## src/verilog/biphase_tx_pkg.sv

```systemverilog
`default_nettype none
package biphase_tx_pkg;
    // register indices; byte address is four times the index
    localparam logic [9:0] IDX_TRANSMITTER_CONFIG = 10'h0ae;
    localparam logic [9:0] IDX_TRANSMITTER_CONTROL = 10'h0c8;
    localparam logic [9:0] IDX_TX_DATA_BUFFER = 10'h0c9;
    localparam logic [9:0] IDX_TX_ENCODER_CONTROL = 10'h0ca;
    localparam logic [9:0] IDX_TX_ENCODER_STATUS = 10'h0cb;
    localparam logic [9:0] IDX_BIT_TIMER_RELOAD = 10'h0d0;
    // reset values
    localparam logic [7:0] RST_TX_DATA_BUFFER = 8'h00;
    localparam logic [7:0] RST_TX_ENCODER_CONTROL = 8'he0;
    localparam logic [7:0] RST_TRANSMITTER_CONTROL = 8'h00;
    localparam logic [7:0] RST_TRANSMITTER_CONFIG = 8'h87;
    localparam logic [15:0] RST_BIT_TIMER_RELOAD = 16'h0000;
    // writable bits of transmitter_control
    localparam logic [7:0] MASK_TRANSMITTER_CONTROL = 8'h83;
    // field positions
    localparam int POS_BIT_COUNT_SELECT = 5;
    localparam int POS_IDLE_LEVEL_SELECT = 3;
    localparam int POS_ENCODING_SELECT = 0;
    localparam int POS_LOCK_MONITOR_ENABLE = 7;
    localparam int POS_MANUAL_AMP_ENABLE = 0;
    localparam int POS_MODULATION_SELECT = 5;
    localparam int POS_PA_FORCED_OFF_STATUS = 7;
    localparam int POS_SHIFTER_EMPTY_FLAG = 1;
    localparam int POS_BUFFER_FULL_FLAG = 0;
    // encoding_select codes
    localparam logic [2:0] ENC_MANCHESTER = 3'h0;
    localparam logic [2:0] ENC_INV_MANCHESTER = 3'h1;
    localparam logic [2:0] ENC_DIFF_MANCHESTER = 3'h2;
    localparam logic [2:0] ENC_BIPHASE_ZERO = 3'h3;
    localparam logic [2:0] ENC_BIPHASE_ONE = 3'h4;
    localparam logic [2:0] ENC_CHIP = 3'h5;
    // bit timing: timer periods per bit and per half bit
    localparam int TIMER_PER_BIT = 8;
    localparam logic [2:0] PHASE_HALF_END = 3'(TIMER_PER_BIT / 2 - 1);
    localparam logic [2:0] PHASE_BIT_END = 3'(TIMER_PER_BIT - 1);

    typedef struct packed {
        logic [7:0] enc_ctrl;
        logic [7:0] tx_ctrl;
        logic [7:0] tx_cfg;
        logic [15:0] reload;
        logic [15:0] timer;
        logic [2:0] phase;
        logic [7:0] buffer;
        logic buf_full;
        logic [7:0] shreg;
        logic [3:0] bits_left;
        logic empty;
        logic pa_dis;
        logic [2:0] mode;
        logic level;
        logic enc_out;
        logic pa_en;
        logic resume;
        logic pready;
        logic pslverr;
        logic [31:0] prdata;
    } state_type;

    localparam state_type ST_RESET = '{
        enc_ctrl: RST_TX_ENCODER_CONTROL, tx_ctrl: RST_TRANSMITTER_CONTROL,
        tx_cfg: RST_TRANSMITTER_CONFIG, reload: RST_BIT_TIMER_RELOAD, timer: 16'h0000,
        phase: 3'h0, buffer: RST_TX_DATA_BUFFER, buf_full: 1'b0, shreg: 8'h00,
        bits_left: 4'h0, empty: 1'b1, pa_dis: 1'b0, mode: 3'h0, level: 1'b0,
        enc_out: 1'b0, pa_en: 1'b0, resume: 1'b0, pready: 1'b0, pslverr: 1'b0,
        prdata: 32'h0000_0000};
endpackage
`default_nettype wire

```

## src/verilog/rf_biphase_tx_encoder.sv

```systemverilog
`timescale 1ns/1ps
`default_nettype none
// How it works
// bit period is eight crystal timer periods
// mode and length latched at buffer transfer
// while shifting, output modulated; PA per modulation
// when empty, output idle level; PA per manual
// length field selects one to eight MSBs
// chip mode sends bits unencoded
// mode codes select the six encodings
// data write sets full; transfer clears it
// buffer-full clearing raises a resume event
// empty flag set when bits run out, PA off unless manual PA set
// software keeps feeding bytes without gaps
// lost lock while sending forces PA off, sticky status
// encoding continues while PA forced off
// idle level picks carrier state when empty
// debug pin routing needs manual PA set
// data register write-only, resets zero; control E0
// modulation select: zero FSK, one ASK
// forced-off status cleared by zero write when empty
// MSB first, two four-period halves per bit
// pending byte loads at boundary without gap
module rf_biphase_tx_encoder (
    input wire logic sys_clk,
    input wire logic srst,
    input wire logic ce,
    input wire logic psel,
    input wire logic penable,
    input wire logic pwrite,
    input wire logic [11:0] paddr,
    input wire logic [31:0] pwdata,
    input wire logic pll_locked,
    output logic [31:0] prdata,
    output logic pready,
    output logic pslverr,
    output logic encoder_out,
    output logic pa_enable,
    output logic resume_event
);
    // which register a bus address selects
    typedef enum {
        SEL_NONE,
        SEL_CONFIG,
        SEL_CONTROL,
        SEL_DATA,
        SEL_ENC,
        SEL_STATUS,
        SEL_RELOAD
    } reg_sel_type;

    biphase_tx_pkg::state_type s_q;
    biphase_tx_pkg::state_type s_d;
    reg_sel_type sel;
    logic access_now;
    logic write_now;
    logic read_now;
    logic tick;
    logic bit_end;
    logic load_now;
    logic prev_end;
    logic second_half;
    logic modulated;
    logic idle_level;
    logic ask_mode;
    logic manual_pa;
    logic [7:0] shifted;
    logic [7:0] status_word;

    // address decode, shared by the read and the write path
    function automatic reg_sel_type decode_reg(input logic [11:0] addr);
        reg_sel_type sel_f;
        sel_f = SEL_NONE;
        if (addr[1:0] == 2'b00) begin
            case (addr[11:2])
                biphase_tx_pkg::IDX_TRANSMITTER_CONFIG: begin
                    sel_f = SEL_CONFIG;
                end
                biphase_tx_pkg::IDX_TRANSMITTER_CONTROL: begin
                    sel_f = SEL_CONTROL;
                end
                biphase_tx_pkg::IDX_TX_DATA_BUFFER: begin
                    sel_f = SEL_DATA;
                end
                biphase_tx_pkg::IDX_TX_ENCODER_CONTROL: begin
                    sel_f = SEL_ENC;
                end
                biphase_tx_pkg::IDX_TX_ENCODER_STATUS: begin
                    sel_f = SEL_STATUS;
                end
                biphase_tx_pkg::IDX_BIT_TIMER_RELOAD: begin
                    sel_f = SEL_RELOAD;
                end
                default: begin
                    sel_f = SEL_NONE;
                end
            endcase
        end
        return sel_f;
    endfunction

    // does the line flip in the middle of a bit
    function automatic logic mid_flip(input logic [2:0] mode, input logic data_bit);
        logic flip;
        flip = 1'b0;
        case (mode)
            biphase_tx_pkg::ENC_DIFF_MANCHESTER: flip = 1'b1;
            biphase_tx_pkg::ENC_BIPHASE_ZERO: flip = ~data_bit;
            biphase_tx_pkg::ENC_BIPHASE_ONE: flip = data_bit;
            default: flip = 1'b0;
        endcase
        return flip;
    endfunction

    // does the line flip at the start of a bit
    function automatic logic start_flip(input logic [2:0] mode, input logic data_bit);
        logic flip;
        flip = 1'b0;
        case (mode)
            biphase_tx_pkg::ENC_DIFF_MANCHESTER: flip = ~data_bit;
            biphase_tx_pkg::ENC_BIPHASE_ZERO: flip = 1'b1;
            biphase_tx_pkg::ENC_BIPHASE_ONE: flip = 1'b1;
            default: flip = 1'b0;
        endcase
        return flip;
    endfunction

    // line level for one half of a bit in every encoding
    function automatic logic line_level(input logic [2:0] mode, input logic data_bit,
        input logic half, input logic level);
        logic out;
        out = data_bit;
        case (mode)
            biphase_tx_pkg::ENC_MANCHESTER: out = data_bit ^ half;
            biphase_tx_pkg::ENC_INV_MANCHESTER: out = ~data_bit ^ half;
            biphase_tx_pkg::ENC_DIFF_MANCHESTER: out = level ^ (half & mid_flip(mode, data_bit));
            biphase_tx_pkg::ENC_BIPHASE_ZERO: out = level ^ (half & mid_flip(mode, data_bit));
            biphase_tx_pkg::ENC_BIPHASE_ONE: out = level ^ (half & mid_flip(mode, data_bit));
            default: out = data_bit;
        endcase
        return out;
    endfunction

    // length code to number of bits sent
    function automatic logic [3:0] sent_bits(input logic [2:0] len_code);
        logic [3:0] count;
        count = {1'b0, len_code} + 4'h1;
        return count;
    endfunction

    // shift one place toward the msb, zero fill at the bottom
    for (genvar i = 0; i < 8; i++) begin : g_shift
        if (i == 0) begin : g_low
            assign shifted[i] = 1'b0;
        end else begin : g_up
            assign shifted[i] = s_q.shreg[i - 1];
        end
    end

    // next state: bus, bit timer, shifter, line and amplifier control
    always_comb begin
        s_d = s_q;
        sel = decode_reg(paddr);
        access_now = psel && penable && s_q.pready;
        write_now = access_now && pwrite;
        read_now = psel && penable && !s_q.pready && !pwrite;
        tick = (s_q.timer == 16'h0000);
        bit_end = tick && (s_q.phase == biphase_tx_pkg::PHASE_BIT_END);
        load_now = 1'b0;
        prev_end = s_q.level ^ mid_flip(s_q.mode, s_q.shreg[7]);
        status_word = 8'h00;
        status_word[biphase_tx_pkg::POS_PA_FORCED_OFF_STATUS] = s_q.pa_dis;
        status_word[biphase_tx_pkg::POS_SHIFTER_EMPTY_FLAG] = s_q.empty;
        status_word[biphase_tx_pkg::POS_BUFFER_FULL_FLAG] = s_q.buf_full;

        // one wait state: pready rises one cycle into the access phase
        s_d.pready = psel && penable && !s_q.pready;
        s_d.pslverr = psel && penable && !s_q.pready && (sel == SEL_NONE);
        if (read_now) begin
            case (sel)
                SEL_CONFIG: s_d.prdata = {24'h000000, s_q.tx_cfg};
                SEL_CONTROL: s_d.prdata = {24'h000000, s_q.tx_ctrl};
                SEL_ENC: s_d.prdata = {24'h000000, s_q.enc_ctrl};
                SEL_STATUS: s_d.prdata = {24'h000000, status_word};
                SEL_RELOAD: s_d.prdata = {16'h0000, s_q.reload};
                default: s_d.prdata = 32'h0000_0000;
            endcase
        end

        // register writes take effect at the completing edge only
        if (write_now) begin
            case (sel)
                SEL_CONFIG: s_d.tx_cfg = pwdata[7:0];
                SEL_CONTROL: s_d.tx_ctrl = pwdata[7:0] & biphase_tx_pkg::MASK_TRANSMITTER_CONTROL;
                SEL_ENC: s_d.enc_ctrl = pwdata[7:0];
                SEL_RELOAD: s_d.reload = pwdata[15:0];
                default: begin
                end
            endcase
        end

        // bit timer: eight timer periods per bit, reload+1 clocks each
        if (!s_q.empty) begin
            if (tick) begin
                s_d.timer = s_q.reload;
                s_d.phase = s_q.phase + 3'h1;
            end else begin
                s_d.timer = s_q.timer - 16'h0001;
            end
        end

        // bit boundary: next bit, gapless reload or end of frame
        if (!s_q.empty && bit_end) begin
            if (s_q.bits_left > 4'h1) begin
                s_d.shreg = shifted;
                s_d.bits_left = s_q.bits_left - 4'h1;
                s_d.level = prev_end ^ start_flip(s_q.mode, shifted[7]);
            end else if (s_q.buf_full) begin
                load_now = 1'b1;
            end else begin
                s_d.empty = 1'b1;
                s_d.bits_left = 4'h0;
            end
        end else if (s_q.empty && s_q.buf_full) begin
            load_now = 1'b1;
        end

        // buffer to shifter; mode and length are latched here only
        if (load_now) begin
            s_d.shreg = s_q.buffer;
            s_d.bits_left = sent_bits(s_q.enc_ctrl[biphase_tx_pkg::POS_BIT_COUNT_SELECT +: 3]);
            s_d.mode = s_q.enc_ctrl[biphase_tx_pkg::POS_ENCODING_SELECT +: 3];
            s_d.buf_full = 1'b0;
            s_d.empty = 1'b0;
            s_d.timer = s_q.reload;
            s_d.phase = 3'h0;
            s_d.level = (s_q.empty ? s_q.enc_ctrl[biphase_tx_pkg::POS_IDLE_LEVEL_SELECT] : prev_end)
                ^ start_flip(s_q.enc_ctrl[biphase_tx_pkg::POS_ENCODING_SELECT +: 3], s_q.buffer[7]);
        end
        s_d.resume = load_now;

        // a data write refills the buffer; the set wins over a transfer
        if (write_now && (sel == SEL_DATA)) begin
            s_d.buffer = pwdata[7:0];
            s_d.buf_full = 1'b1;
        end

        // lock loss while sending forces the amplifier off, sticky
        if (s_q.tx_ctrl[biphase_tx_pkg::POS_LOCK_MONITOR_ENABLE] && !s_q.empty && !pll_locked) begin
            s_d.pa_dis = 1'b1;
        end else if (write_now && (sel == SEL_STATUS) && s_q.empty
            && !pwdata[biphase_tx_pkg::POS_PA_FORCED_OFF_STATUS]) begin
            s_d.pa_dis = 1'b0;
        end

        // line and amplifier from the next state, so outputs are flops
        second_half = (s_d.phase > biphase_tx_pkg::PHASE_HALF_END);
        modulated = line_level(s_d.mode, s_d.shreg[7], second_half, s_d.level);
        idle_level = s_d.enc_ctrl[biphase_tx_pkg::POS_IDLE_LEVEL_SELECT];
        ask_mode = s_d.tx_cfg[biphase_tx_pkg::POS_MODULATION_SELECT];
        manual_pa = s_d.tx_ctrl[biphase_tx_pkg::POS_MANUAL_AMP_ENABLE];
        if (!s_d.empty) begin
            s_d.enc_out = modulated;
            s_d.pa_en = ask_mode ? modulated : 1'b1;
        end else begin
            s_d.enc_out = idle_level;
            s_d.pa_en = manual_pa && (ask_mode ? idle_level : 1'b1);
        end
        // the shifter keeps running; only the amplifier is gated
        if (s_d.pa_dis) begin
            s_d.pa_en = 1'b0;
        end
    end

    // single state register; ce low freezes everything except srst, which still resets it
    always_ff @(posedge sys_clk) begin
        if (srst) begin
            s_q <= biphase_tx_pkg::ST_RESET;
        end else if (ce) begin
            s_q <= s_d;
        end
    end

    // outputs straight from the state register
    assign prdata = s_q.prdata;
    assign pready = s_q.pready;
    assign pslverr = s_q.pslverr;
    assign encoder_out = s_q.enc_out;
    assign pa_enable = s_q.pa_en;
    assign resume_event = s_q.resume;
endmodule
`default_nettype wire

```

## config.mk

```make
export PLATFORM = sky130hd
export DESIGN_NAME = rf_biphase_tx_encoder
export DESIGN_NICKNAME = d
export VERILOG_FILES = /design/src/verilog/biphase_tx_pkg.sv /design/src/verilog/rf_biphase_tx_encoder.sv
export SDC_FILE = /design/constraint.sdc
export NUM_CORES = 1
export LEC_CHECK = 0
export ABC_AREA = 1
export ABC_CLOCK_PERIOD_IN_PS = 2750
export BUFFER_PORTS_ARGS = -buffer_cell sky130_fd_sc_hd__buf_2
export CAP_MARGIN = 20
export CORE_AREA = 2 2 110 138
export CTS_BUF_LIST = sky130_fd_sc_hd__clkbuf_16
export DETAILED_ROUTE_END_ITERATION = 12
export DIE_AREA = 0 0 112 140
export GPL_ROUTABILITY_DRIVEN = 0
export GPL_TIMING_DRIVEN = 0
export PLACE_DENSITY_LB_ADDON = 0.12
export SYNTH_ARGS = -nofsm -noshare
export SYNTH_HDL_FRONTEND = slang
export SYNTH_SLANG_ARGS = --single-unit
```

## constraint.sdc

```tcl
create_clock -name sys_clk -period 2.75 [get_ports sys_clk]
set_input_delay 0.4125 -clock sys_clk [delete_from_list [all_inputs] [get_ports sys_clk]]
set_output_delay 0.4125 -clock sys_clk [all_outputs]
set_load 0.005 [all_outputs]
```

## Yosys cells after proc, flatten, opt, wreduce, memory -nomap -nowiden

Index checks and enable logic that the tools add are counted.

| storage, ports and cells | value |
|---|---|
| bits in registers | 118 |
| bits of input ports | 51 |
| logic and storage cells | 154 |

| cells by class | value |
|---|---|
| $add $sub $neg | 4 |
| order comparisons | 2 |
| equality and inequality tests | 26 |
| multiplexer cells | 43 |
| bitwise operators | 15 |
| reduce and logical (&&, ||, !) cells | 40 |

Operator list:

| kind | number |
|---|---|
| equality test 32 x 3 -> 1 bit, second input constant | 4 |
| case mux 16 bit (5 select lines) | 1 |
| equality test 10 x 8 -> 1 bit, second input constant | 6 |
| two-way mux 19 bit | 2 |
| two-way mux 36 bit | 1 |
| equality test 32 x 1 -> 1 bit, second input constant | 1 |
| equality test 32 x 2 -> 1 bit, second input constant | 1 |
| equality test 32 x 4 -> 1 bit, second input constant | 1 |
| logical NOT 32 bit | 1 |
| two-way mux 16 bit | 2 |
| two-way mux 32 bit | 1 |
| two-way mux 8 bit | 3 |
| two-way mux 1 bit | 20 |
| equality test 3 x 2 -> 1 bit, second input constant | 6 |
| case mux 3 bit (6 select lines) | 1 |
| AND reduction 3 bit | 6 |
| logical AND 1 bit | 16 |
| logical NOT 16 bit | 1 |
| subtractor 16 x 1 -> 16 bit, second input constant | 1 |
| two-way mux 14 bit | 1 |
| two-way mux 13 bit | 1 |
| equality test 3 bit, second input constant | 4 |
| two-way mux 4 bit | 3 |
| AND reduction 2 bit | 4 |
| 22 further kinds | 42 |

## Longest topological paths before layout

Gate-level depths: netlist of the first run.

| logic depth | value |
|---|---|
| word-level depth | 17 |
| depth in mapped cells | 21 |

## Least setup slack after synthesis of the first run

No wires, ideal clock.

| timing path | value |
|---|---|
| path type | register to register |
| start | register s_q[43] (netlist bit) |
| end | register s_q (netlist bit pa_enable) |
| library setup time | 0.067 ns |
| arrival time | 2.125 ns |
| required time | 2.683 ns |
| setup slack | 0.558 ns |
| stages on the path, launching flop included | 19 |
| buffers on the path | 0 |
| clock period less this slack | 2.192 ns |
| path through | dfxtp_1 inv_1 ha_1 o21ai_0 nor2_1 inv_1 nand3_2 nand3_1 nand2_4 nor2_4 nand3_2 or2_0 nand2_1 inv_1 nand2_1 nand2_1 nand2_1 nand2_1 a21oi_2 |

| on the way | value |
|---|---|
| cells in the longest elaborated chain, start to end | 12 |
| elaborated cells between the ends (all ways) | 32 |
| classes of those cells | order compare (2); eq/ne (4); mux (16); bitwise (9); reduce/logical (1) |

RTL lines:

| what | RTL line | source |
|---|---|---|
| start: declaration | rf_biphase_tx_encoder.sv:52 | `biphase_tx_pkg::state_type s_q;` |
| start signal: assignment | rf_biphase_tx_encoder.sv:278 | `s_q <= biphase_tx_pkg::ST_RESET;` |
| > comparator 4 x 1 -> 1 bit * | rf_biphase_tx_encoder.sv:214 | `if (s_q.bits_left > 4'h1) begin` |
| branches (longest 9 deep; another with > comparator 3 x 2 -> 1 bit) | - |  |
| two-way mux 2 bit * | rf_biphase_tx_encoder.sv:262 | `if (!s_d.empty) begin` |
| two-way mux 1 bit * | rf_biphase_tx_encoder.sv:270 | `if (s_d.pa_dis) begin` |

Every way passes the cells marked *. The select of a mux whose other input is x is not followed.
A chain may end at the register's enable or synchronous reset.

## Worst setup path after layout of the first run

| timing path | value |
|---|---|
| start | register s_q[67] (netlist bit) |
| end | register s_q[76] (netlist bit) |

| on the way | value |
|---|---|
| cells in the longest elaborated chain, start to end | 6 |
| elaborated cells between the ends (all ways) | 10 |
| classes of those cells | add/sub (1); eq/ne (1); mux (4); reduce/logical (4) |

RTL lines:

| what |
|---|
| branches (longest 6 deep; another with subtractor 16 x 1 -> 16 bit) |

Several ways; the timed one is not identified. The select of a mux whose other input is x is not followed.

==> results by group, run 1 <==
Route
  – Iter 0 DRT Violations: 411
  – Total number of vias: 5553
  – DRC violations left: 0
  – Drt wl/cell: 15.5 um
  – Routed Antenna Nets: 0
  – Routed vias/inst: 5.14
  – Drt total wl: 16.7 mm
  – Number of detailed-route iterations in the first pass: 6

Global route
  – First-pass GRT wire length: 26.8 mm
  – Initial antenna violation count: 0
  – Global Route Usage Sum: 21.5%
  – Vias in the first global route: 5156
  – Largest net degree at the start of global routing: 18
  – Total congestion overflow: 0

Cells and area
  – Area growth syn-to-layout: 16.1%
  – Layout cells sized above 1: 16.0%
  – # nets final: 954
  – Final Cell Area: 6560 um^2
  – Post-Layout Cell Count: 1080
  – Antenna cells: 0

Clock tree
  – CTS tree: built
  – CTS Buf Count: 9
  – # hold bufs at CTS: 0
  – H-tree depth: 3
  – Clk sinks: 102
  – Longest Clk Path Bufs: 2
  – Clock Latency Late Sink: 0.36 ns
  – Clock-pin slew of the registers on the worst-case setup and hold paths: 0.07 ns
  – Root buffer selected by CTS: clkbuf_16

Yosys
  – Syn Area/Cell: 6.93 um^2
  – Seq/Total Area, Yosys: 36.1%
  – Post-synth EDFFs: 0
  – Async set-reset flop share out of synthesis: 0%
  – Mapped Area: 5650 um^2
  – Yosys warning total: 0
  – Netlist cell types: 43
  – Register bit total from synthesis: 102
  – Mapped Cells: 815
  – Top FF cell, synth: dfxtp_1

Setup path
  – Critical path startpoint category: register
  – Cell Chain, Critical Path: inv_1 -> ha_2 -> nand2_2 -> nor2_4 -> nand2_8 -> nor2_8 -> nand3_4 -> nand2_4 -> buf_4 -> nor2_1 -> inv_1 -> buf_2 -> a21oi_1 -> o21ai_0 -> a21oi_1
  – CP Data Required Time: 2.96 ns
  – Worst path arrival time: 2.71 ns
  – Worst setup path class: register to register
  – Slowest-stage cell, CP: dfxtp_1
  – Flop2flop setup slack: 0.25 ns
  – Top fanout value on the critical path: 10
  – WP buf/inv: 4
  – Crit path capture type: register
  – CP peak stage delay: 0.33 ns
  – CP delay by family, top: simple AND/OR/NAND/NOR gates

Timing
  – Finish-stage setup viols: 0
  – Slew Limit Fails: 0
  – Relative slew slack: 45.7%
  – Clock skew: 0.00957 ns
  – Max Fclk: 400 MHz
  – Fin crit period: 2.50 ns
  – Unrepaired setup endpoints after global routing: no
  – Final Cycle Share: 90.9%
  – Final WS setup: 0.252 ns
  – Slew @ Worst Pin: 0.812 ns
  – Final hold violations: 0

Floorplanning
  – Std cell rows: 49
  – DIE HEIGHT: 140 um
  – IO Pins: 88
  – Die width: 112 um
  – Core area: 14300 um^2
  – Die area: 15700 um^2
  – Initial Util: 39.4%

Pwr
  – Total Power: 3.50 mW
  – Peak supply drop: 378 uV
  – LEAKAGE: 2.87 nW
  – Power per cell area: 534 nW/um^2

Flow run
  – # Max-Cap Violations: 0

Place
  – Dpl ws: -0.0174 ns
  – Area post-placement: 6190 um^2
  – HPWL after detailed placement: 12.7 mm
  – IO Port Bufs: 52
  – Post-placement cell count: 1060

Run status
  – Outcome: completed

Hold path
  – Hold crit path type: input port to register
==> synth_stat cells, drive strengths merged, types with 4 or more instances <==
| cell type | number | area [um^2] |
|---|---|---|
| nand2 | 180 | 708 |
| dfxtp | 102 | 2040 |
| inv | 92 | 345 |
| a21oi | 72 | 364 |
| nor2 | 70 | 317 |
| o21ai | 63 | 315 |
| nand3 | 57 | 313 |
| buf | 41 | 290 |
| clkbuf | 23 | 87.6 |
| o211ai | 16 | 120 |
| a211oi | 13 | 97.6 |
| nor3 | 13 | 65.1 |
| nand4 | 12 | 75.1 |
| a31oi | 11 | 68.8 |
| o221ai | 9 | 78.8 |
| ha | 6 | 75.1 |
| xnor2 | 6 | 52.6 |
| xor2 | 5 | 43.8 |
| nor4 | 4 | 31.3 |
==> power by group <==
group	leakage, nW	internal (mW)	switching (mW)	total (mW)
clock network	0.150	0.712	0.609	1.32
registers	0.825	1.50	0.0268	1.53
logic	1.90	0.224	0.427	0.650
==> through the flow <==
stage | hold slack [ns] | setup TNS, ns | util [%]
floorplan | 0.439 | 0 | -
global route | 0.278 | 0 | 45.7
global placement | 0.454 | -0.0877 | 43.2
CTS | 0.273 | 0 | 45.2
finish | 0.277 | 0 | 45.7
detailed placement | 0.458 | -0.0174 | 43.2
==> flip-flops by register name, indices dropped and copies added (netlist names) <==
signal / count
pslverr: 1
pready: 1
resume_event: 1
prdata: 16
pa_enable: 1
s_q: 81
encoder_out: 1
==> timing repair <==
action,4_1_cts,5_1_grt
buffers inserted,0,4
endpoints found under the hold margin,0,0
endpoints found under the setup margin,1,37
gates resized for setup,1,12
pin swaps,0,3
==> path summary, 6_finish.rpt <==
path / start / endpoint / depth (start not counted)
max: s_q[67] / s_q[76] / 15
min reg2reg: prdata[1] / prdata[1] / 2
min: pwdata[12] / s_q[95] / 3
max reg2reg: s_q[67] / s_q[76] / 15
==> cell families after synthesis <==
group           share of synthesized area [%]
xor+xnor                                 1.70
fa+ha+maj                                1.33
buf+inv                                  12.9
compound gates                           20.3
flops                                    36.1
simple gates                             27.6
other cells                            0.0664
==> routing by layer <==
metal	vias up	global-route usage, %	routed length [um]
met2	131	36.5	8160
met5	-	0	0
li1	2849	-	-
met3	22	3.38	659
met1	2551	27.9	7530
met4	0	7.00	373
==> worst min-delay path: stages <==
cell and delay (ns):
buf_2 0.08, nor2_1 0.03, nor2_1 0.08
==> cell usage in the layout, fill, tap and decap left out, types with 2 or more instances in the layout <==
cell,n
inv_6,3
o21ai_0,62
nand2_2,8
a211oi_1,13
buf_4,38
clkbuf_16,9
nor4_1,3
nor2_1,62
inv_1,93
o211ai_1,16
conb_1,16
a31oi_1,11
clkbuf_2,3
nor2_4,4
o2111ai_1,3
nor3_1,12
xor2_1,5
nand3_2,3
clkinv_1,2
nand2_4,2
clkbuf_1,20
nor2_2,3
ha_1,5
a21oi_1,71
dfxtp_1,102
nand3_1,53
o221ai_1,9
o311ai_0,3
a22oi_1,3
o31ai_1,2
xnor2_1,6
nand4_1,12
nand2_1,169
buf_2,59
==> cell type report <==
cell class / count / area [um^2]
clock inverters: 7 / 72.6
plain buffers: 64 / 380
clock buffers: 9 / 225
fillers: 1529 / 7790
repair buffers: 56 / 290
flip-flops and latches: 102 / 2040
well taps: 178 / 223
inverters: 93 / 349
multi-input cells: 571 / 2980
No activity file was read; power rests on OpenSTA's default activity.
==> run 2: changes to the inputs <==
--- a/config.mk
+++ b/config.mk
@@ -9,10 +9,10 @@
 export ABC_CLOCK_PERIOD_IN_PS = 2750
 export BUFFER_PORTS_ARGS = -buffer_cell sky130_fd_sc_hd__buf_2
 export CAP_MARGIN = 20
-export CORE_AREA = 2 2 110 138
+export CORE_AREA = 2 2 93 117
 export CTS_BUF_LIST = sky130_fd_sc_hd__clkbuf_16
 export DETAILED_ROUTE_END_ITERATION = 12
-export DIE_AREA = 0 0 112 140
+export DIE_AREA = 0 0 95 119
 export GPL_ROUTABILITY_DRIVEN = 0
 export GPL_TIMING_DRIVEN = 0
 export PLACE_DENSITY_LB_ADDON = 0.12
==> run 2 against run 1 <==
Against the previous run: critical endpoint is now s_q[73]; critical path depth is the same; non-clock buffer count shrank 1; setup slack lost 0.084 ns; final cell count shrank 4.4%; worst hold slack gained 0.017 ns; core utilization grew 17 points; sequential cell count is the same; critical path type unchanged; combinational power shrank 2%; die area shrank 28%; sequential share of layout area grew 0.52 points; design area shrank 1.6%.
==> results by group, run 2 (same netlist as run 1, synthesis figures left out) <==
Run status
  – Outcome: completed

Pwr
  – LEAKAGE: 2.87 nW
  – Power per cell area: 530 nW/um^2
  – Peak supply drop: 269 uV
  – Total Power: 3.42 mW

Timing
  – Final hold violations: 0
  – Sum Neg Setup Slack: 0 ns
  – Clock skew: 0.00788 ns
  – Slew Limit Fails: 0
  – Slew @ Worst Pin: 0.790 ns
  – Fin crit period: 2.58 ns
  – Unrepaired setup endpoints after global routing: yes
  – Finish-stage setup viols: 0
  – Max Fclk: 387 MHz
  – Final WS setup: 0.168 ns
  – Final Cycle Share: 93.9%
  – Relative slew slack: 47.3%

Cells and area
  – Commonest cells after routing, fill and taps aside: nand2_1 (171), dfxtp_1 (102), inv_1 (94)
  – Largest register FFs: 81
  – Fillers: 956
  – Antenna cells: 0
  – Layout cells sized above 1: 15.5%
  – Area growth syn-to-layout: 14.2%
  – Largest reg by FF count: s_q
  – Commonest non-fill, non-tap cell in the layout: nand2_1
  – Final Util: 62.3%
  – Final Cell Area: 6450 um^2
  – # nets final: 953

Floorplanning
  – IO Pins: 88
  – Core area: 10400 um^2
  – Die area: 11300 um^2
  – Die width: 95 um
  – DIE HEIGHT: 119 um
  – Initial Util: 54.6%
  – Std cell rows: 42

Route
  – Drt total wl: 16.0 mm
  – Number of detailed-route iterations in the first pass: 5
  – Met3 wire len: 948 um
  – Highest Signal Layer: met4
  – DRC violations left: 0
  – Wire length on met1: 6.40 mm
  – Routed Antenna Nets: 0
  – Routed vias/inst: 5.62
  – Met2 WL: 7.85 mm
  – Total number of vias: 5801
  – Iter 0 DRT Violations: 466
  – Drt wl/cell: 15.5 um

Setup path
  – CP delay by family, top: simple AND/OR/NAND/NOR gates
  – Worst path arrival time: 2.79 ns
  – WP buf/inv: 4
  – Slowest-stage cell, CP: dfxtp_1
  – CP peak stage delay: 0.33 ns
  – FF-to-FF Start: s_q[67]
  – Crit path capture type: register
  – Worst R2R Path Depth: 15
  – Flop2flop setup slack: 0.17 ns
  – Worst setup path class: register to register
  – Cell Chain, Critical Path: inv_1 -> ha_1 -> nand2_2 -> nor2_4 -> nand2_4 -> nor2_8 -> nand3_4 -> nand2_2 -> buf_4 -> nor2_1 -> inv_1 -> clkbuf_4 -> nand2_1 -> o211ai_1 -> a21oi_1
  – CP Data Required Time: 2.95 ns
  – Worst Setup SP: s_q[67]
  – Critical path startpoint category: register
  – Top fanout value on the critical path: 10
  – R2r endpoint: s_q[73]

Hold path
  – Hold Path Cell Cnt: 3
  – Worst hold start: pwdata[14]
  – Hold crit path type: input port to register
  – Hold Crit Endpoint: s_q[97]

Clock tree
  – Clock Latency Late Sink: 0.35 ns
  – # hold bufs at CTS: 0
  – Clock-pin slew of the registers on the worst-case setup and hold paths: 0.07 ns
  – Clk sinks: 102
  – CTS tree: built
  – Root buffer selected by CTS: clkbuf_16
  – CTS Buf Count: 9
  – Longest Clk Path Bufs: 2
  – H-tree depth: 3

Global route
  – Initial antenna violation count: 0
  – Total congestion overflow: 0
  – First-pass GRT wire length: 25.2 mm
  – Largest net degree at the start of global routing: 16
  – Global Route Usage Sum: 28.5%
  – Vias in the first global route: 5406

Flow run
  – # Max-Cap Violations: 0

Place
  – IO Port Bufs: 52
  – Dpl ws: 0.0269 ns
  – Area post-placement: 6130 um^2
  – HPWL after detailed placement: 12.2 mm
==> run 2: cell count changes in the layout (fill, tap and decap cells not counted), sizes merged <==
cell,before,now
clkbuf,32,33
clkinv,3,5
buf,97,95
inv,96,94
==> run 2: how the worst max path moves through the flow <==
stage / endpoint / slack [ns] / cells after the start
2_1_floorplan: pa_enable / 0.56 / 18
3_3_place_gp: s_q[96] / 0.12 / 9
3_5_place_dp: pa_enable / 0.03 / 15
4_1_cts: pa_enable / 0.009 / 15
5_1_grt: pa_enable / -0.04 / 20
6_report: s_q[73] / 0.17 / 15
==> run 2: worst register-to-register path, stage by stage, from the launching register on <==
cell and delay, ns:
dfxtp_1 0.33, inv_1 0.08, ha_1 0.23, nand2_2 0.12
nor2_4 0.19, nand2_4 0.17, nor2_8 0.18, nand3_4 0.10
nand2_2 0.18, buf_4 0.21, nor2_1 0.10, inv_1 0.10
clkbuf_4 0.20, nand2_1 0.08, o211ai_1 0.10, a21oi_1 0.09
==> run 2: cell type report <==
class                           instances  area (um^2)  share of cell area (%)
Multi-Input combinational cell        571         2950                    45.7
Sequential cell                       102         2040                    31.6
Buffer                                 64          383                    5.93
Inverter                               93          349                    5.41
Timing Repair Buffer                   55          283                    4.38
Clock buffer                            9          225                    3.49
Tap cell                              132          165                    2.56
Clock inverter                          7         57.6                   0.892
==> run 2: repair_timing <==
item | 4_1_cts | 5_1_grt
buffers inserted | 0 | 3
setup endpoints to repair | 0 | 44
gates resized for setup | 0 | 8
==> run 2: power breakdown <==
group / switching, mW / internal [mW] / total (mW) / leakage, nW
Sequential: 0.0274 / 1.51 / 1.53 / 0.825
Combinational: 0.427 / 0.212 / 0.640 / 1.89
Clock: 0.556 / 0.693 / 1.25 / 0.151
Total: 1.01 / 2.41 / 3.42 / 2.87
==> run 2: stage by stage <==
| step | hold slack (ns) | instances |
|---|---|---|
| global placement | 0.449 | 1014 |
| detailed placement | 0.459 | 1014 |
| floorplan | 0.439 | 830 |
| CTS | 0.285 | 1030 |
| finish | 0.294 | 1033 |
| global route | 0.310 | 1033 |
==> run 2: per-layer routing <==
layer  up-vias  GRT usage, %
li1       2851             -
met1      2680          33.4
met2       215          48.8
met3        55          4.81
met4         0          15.5
met5         -             0
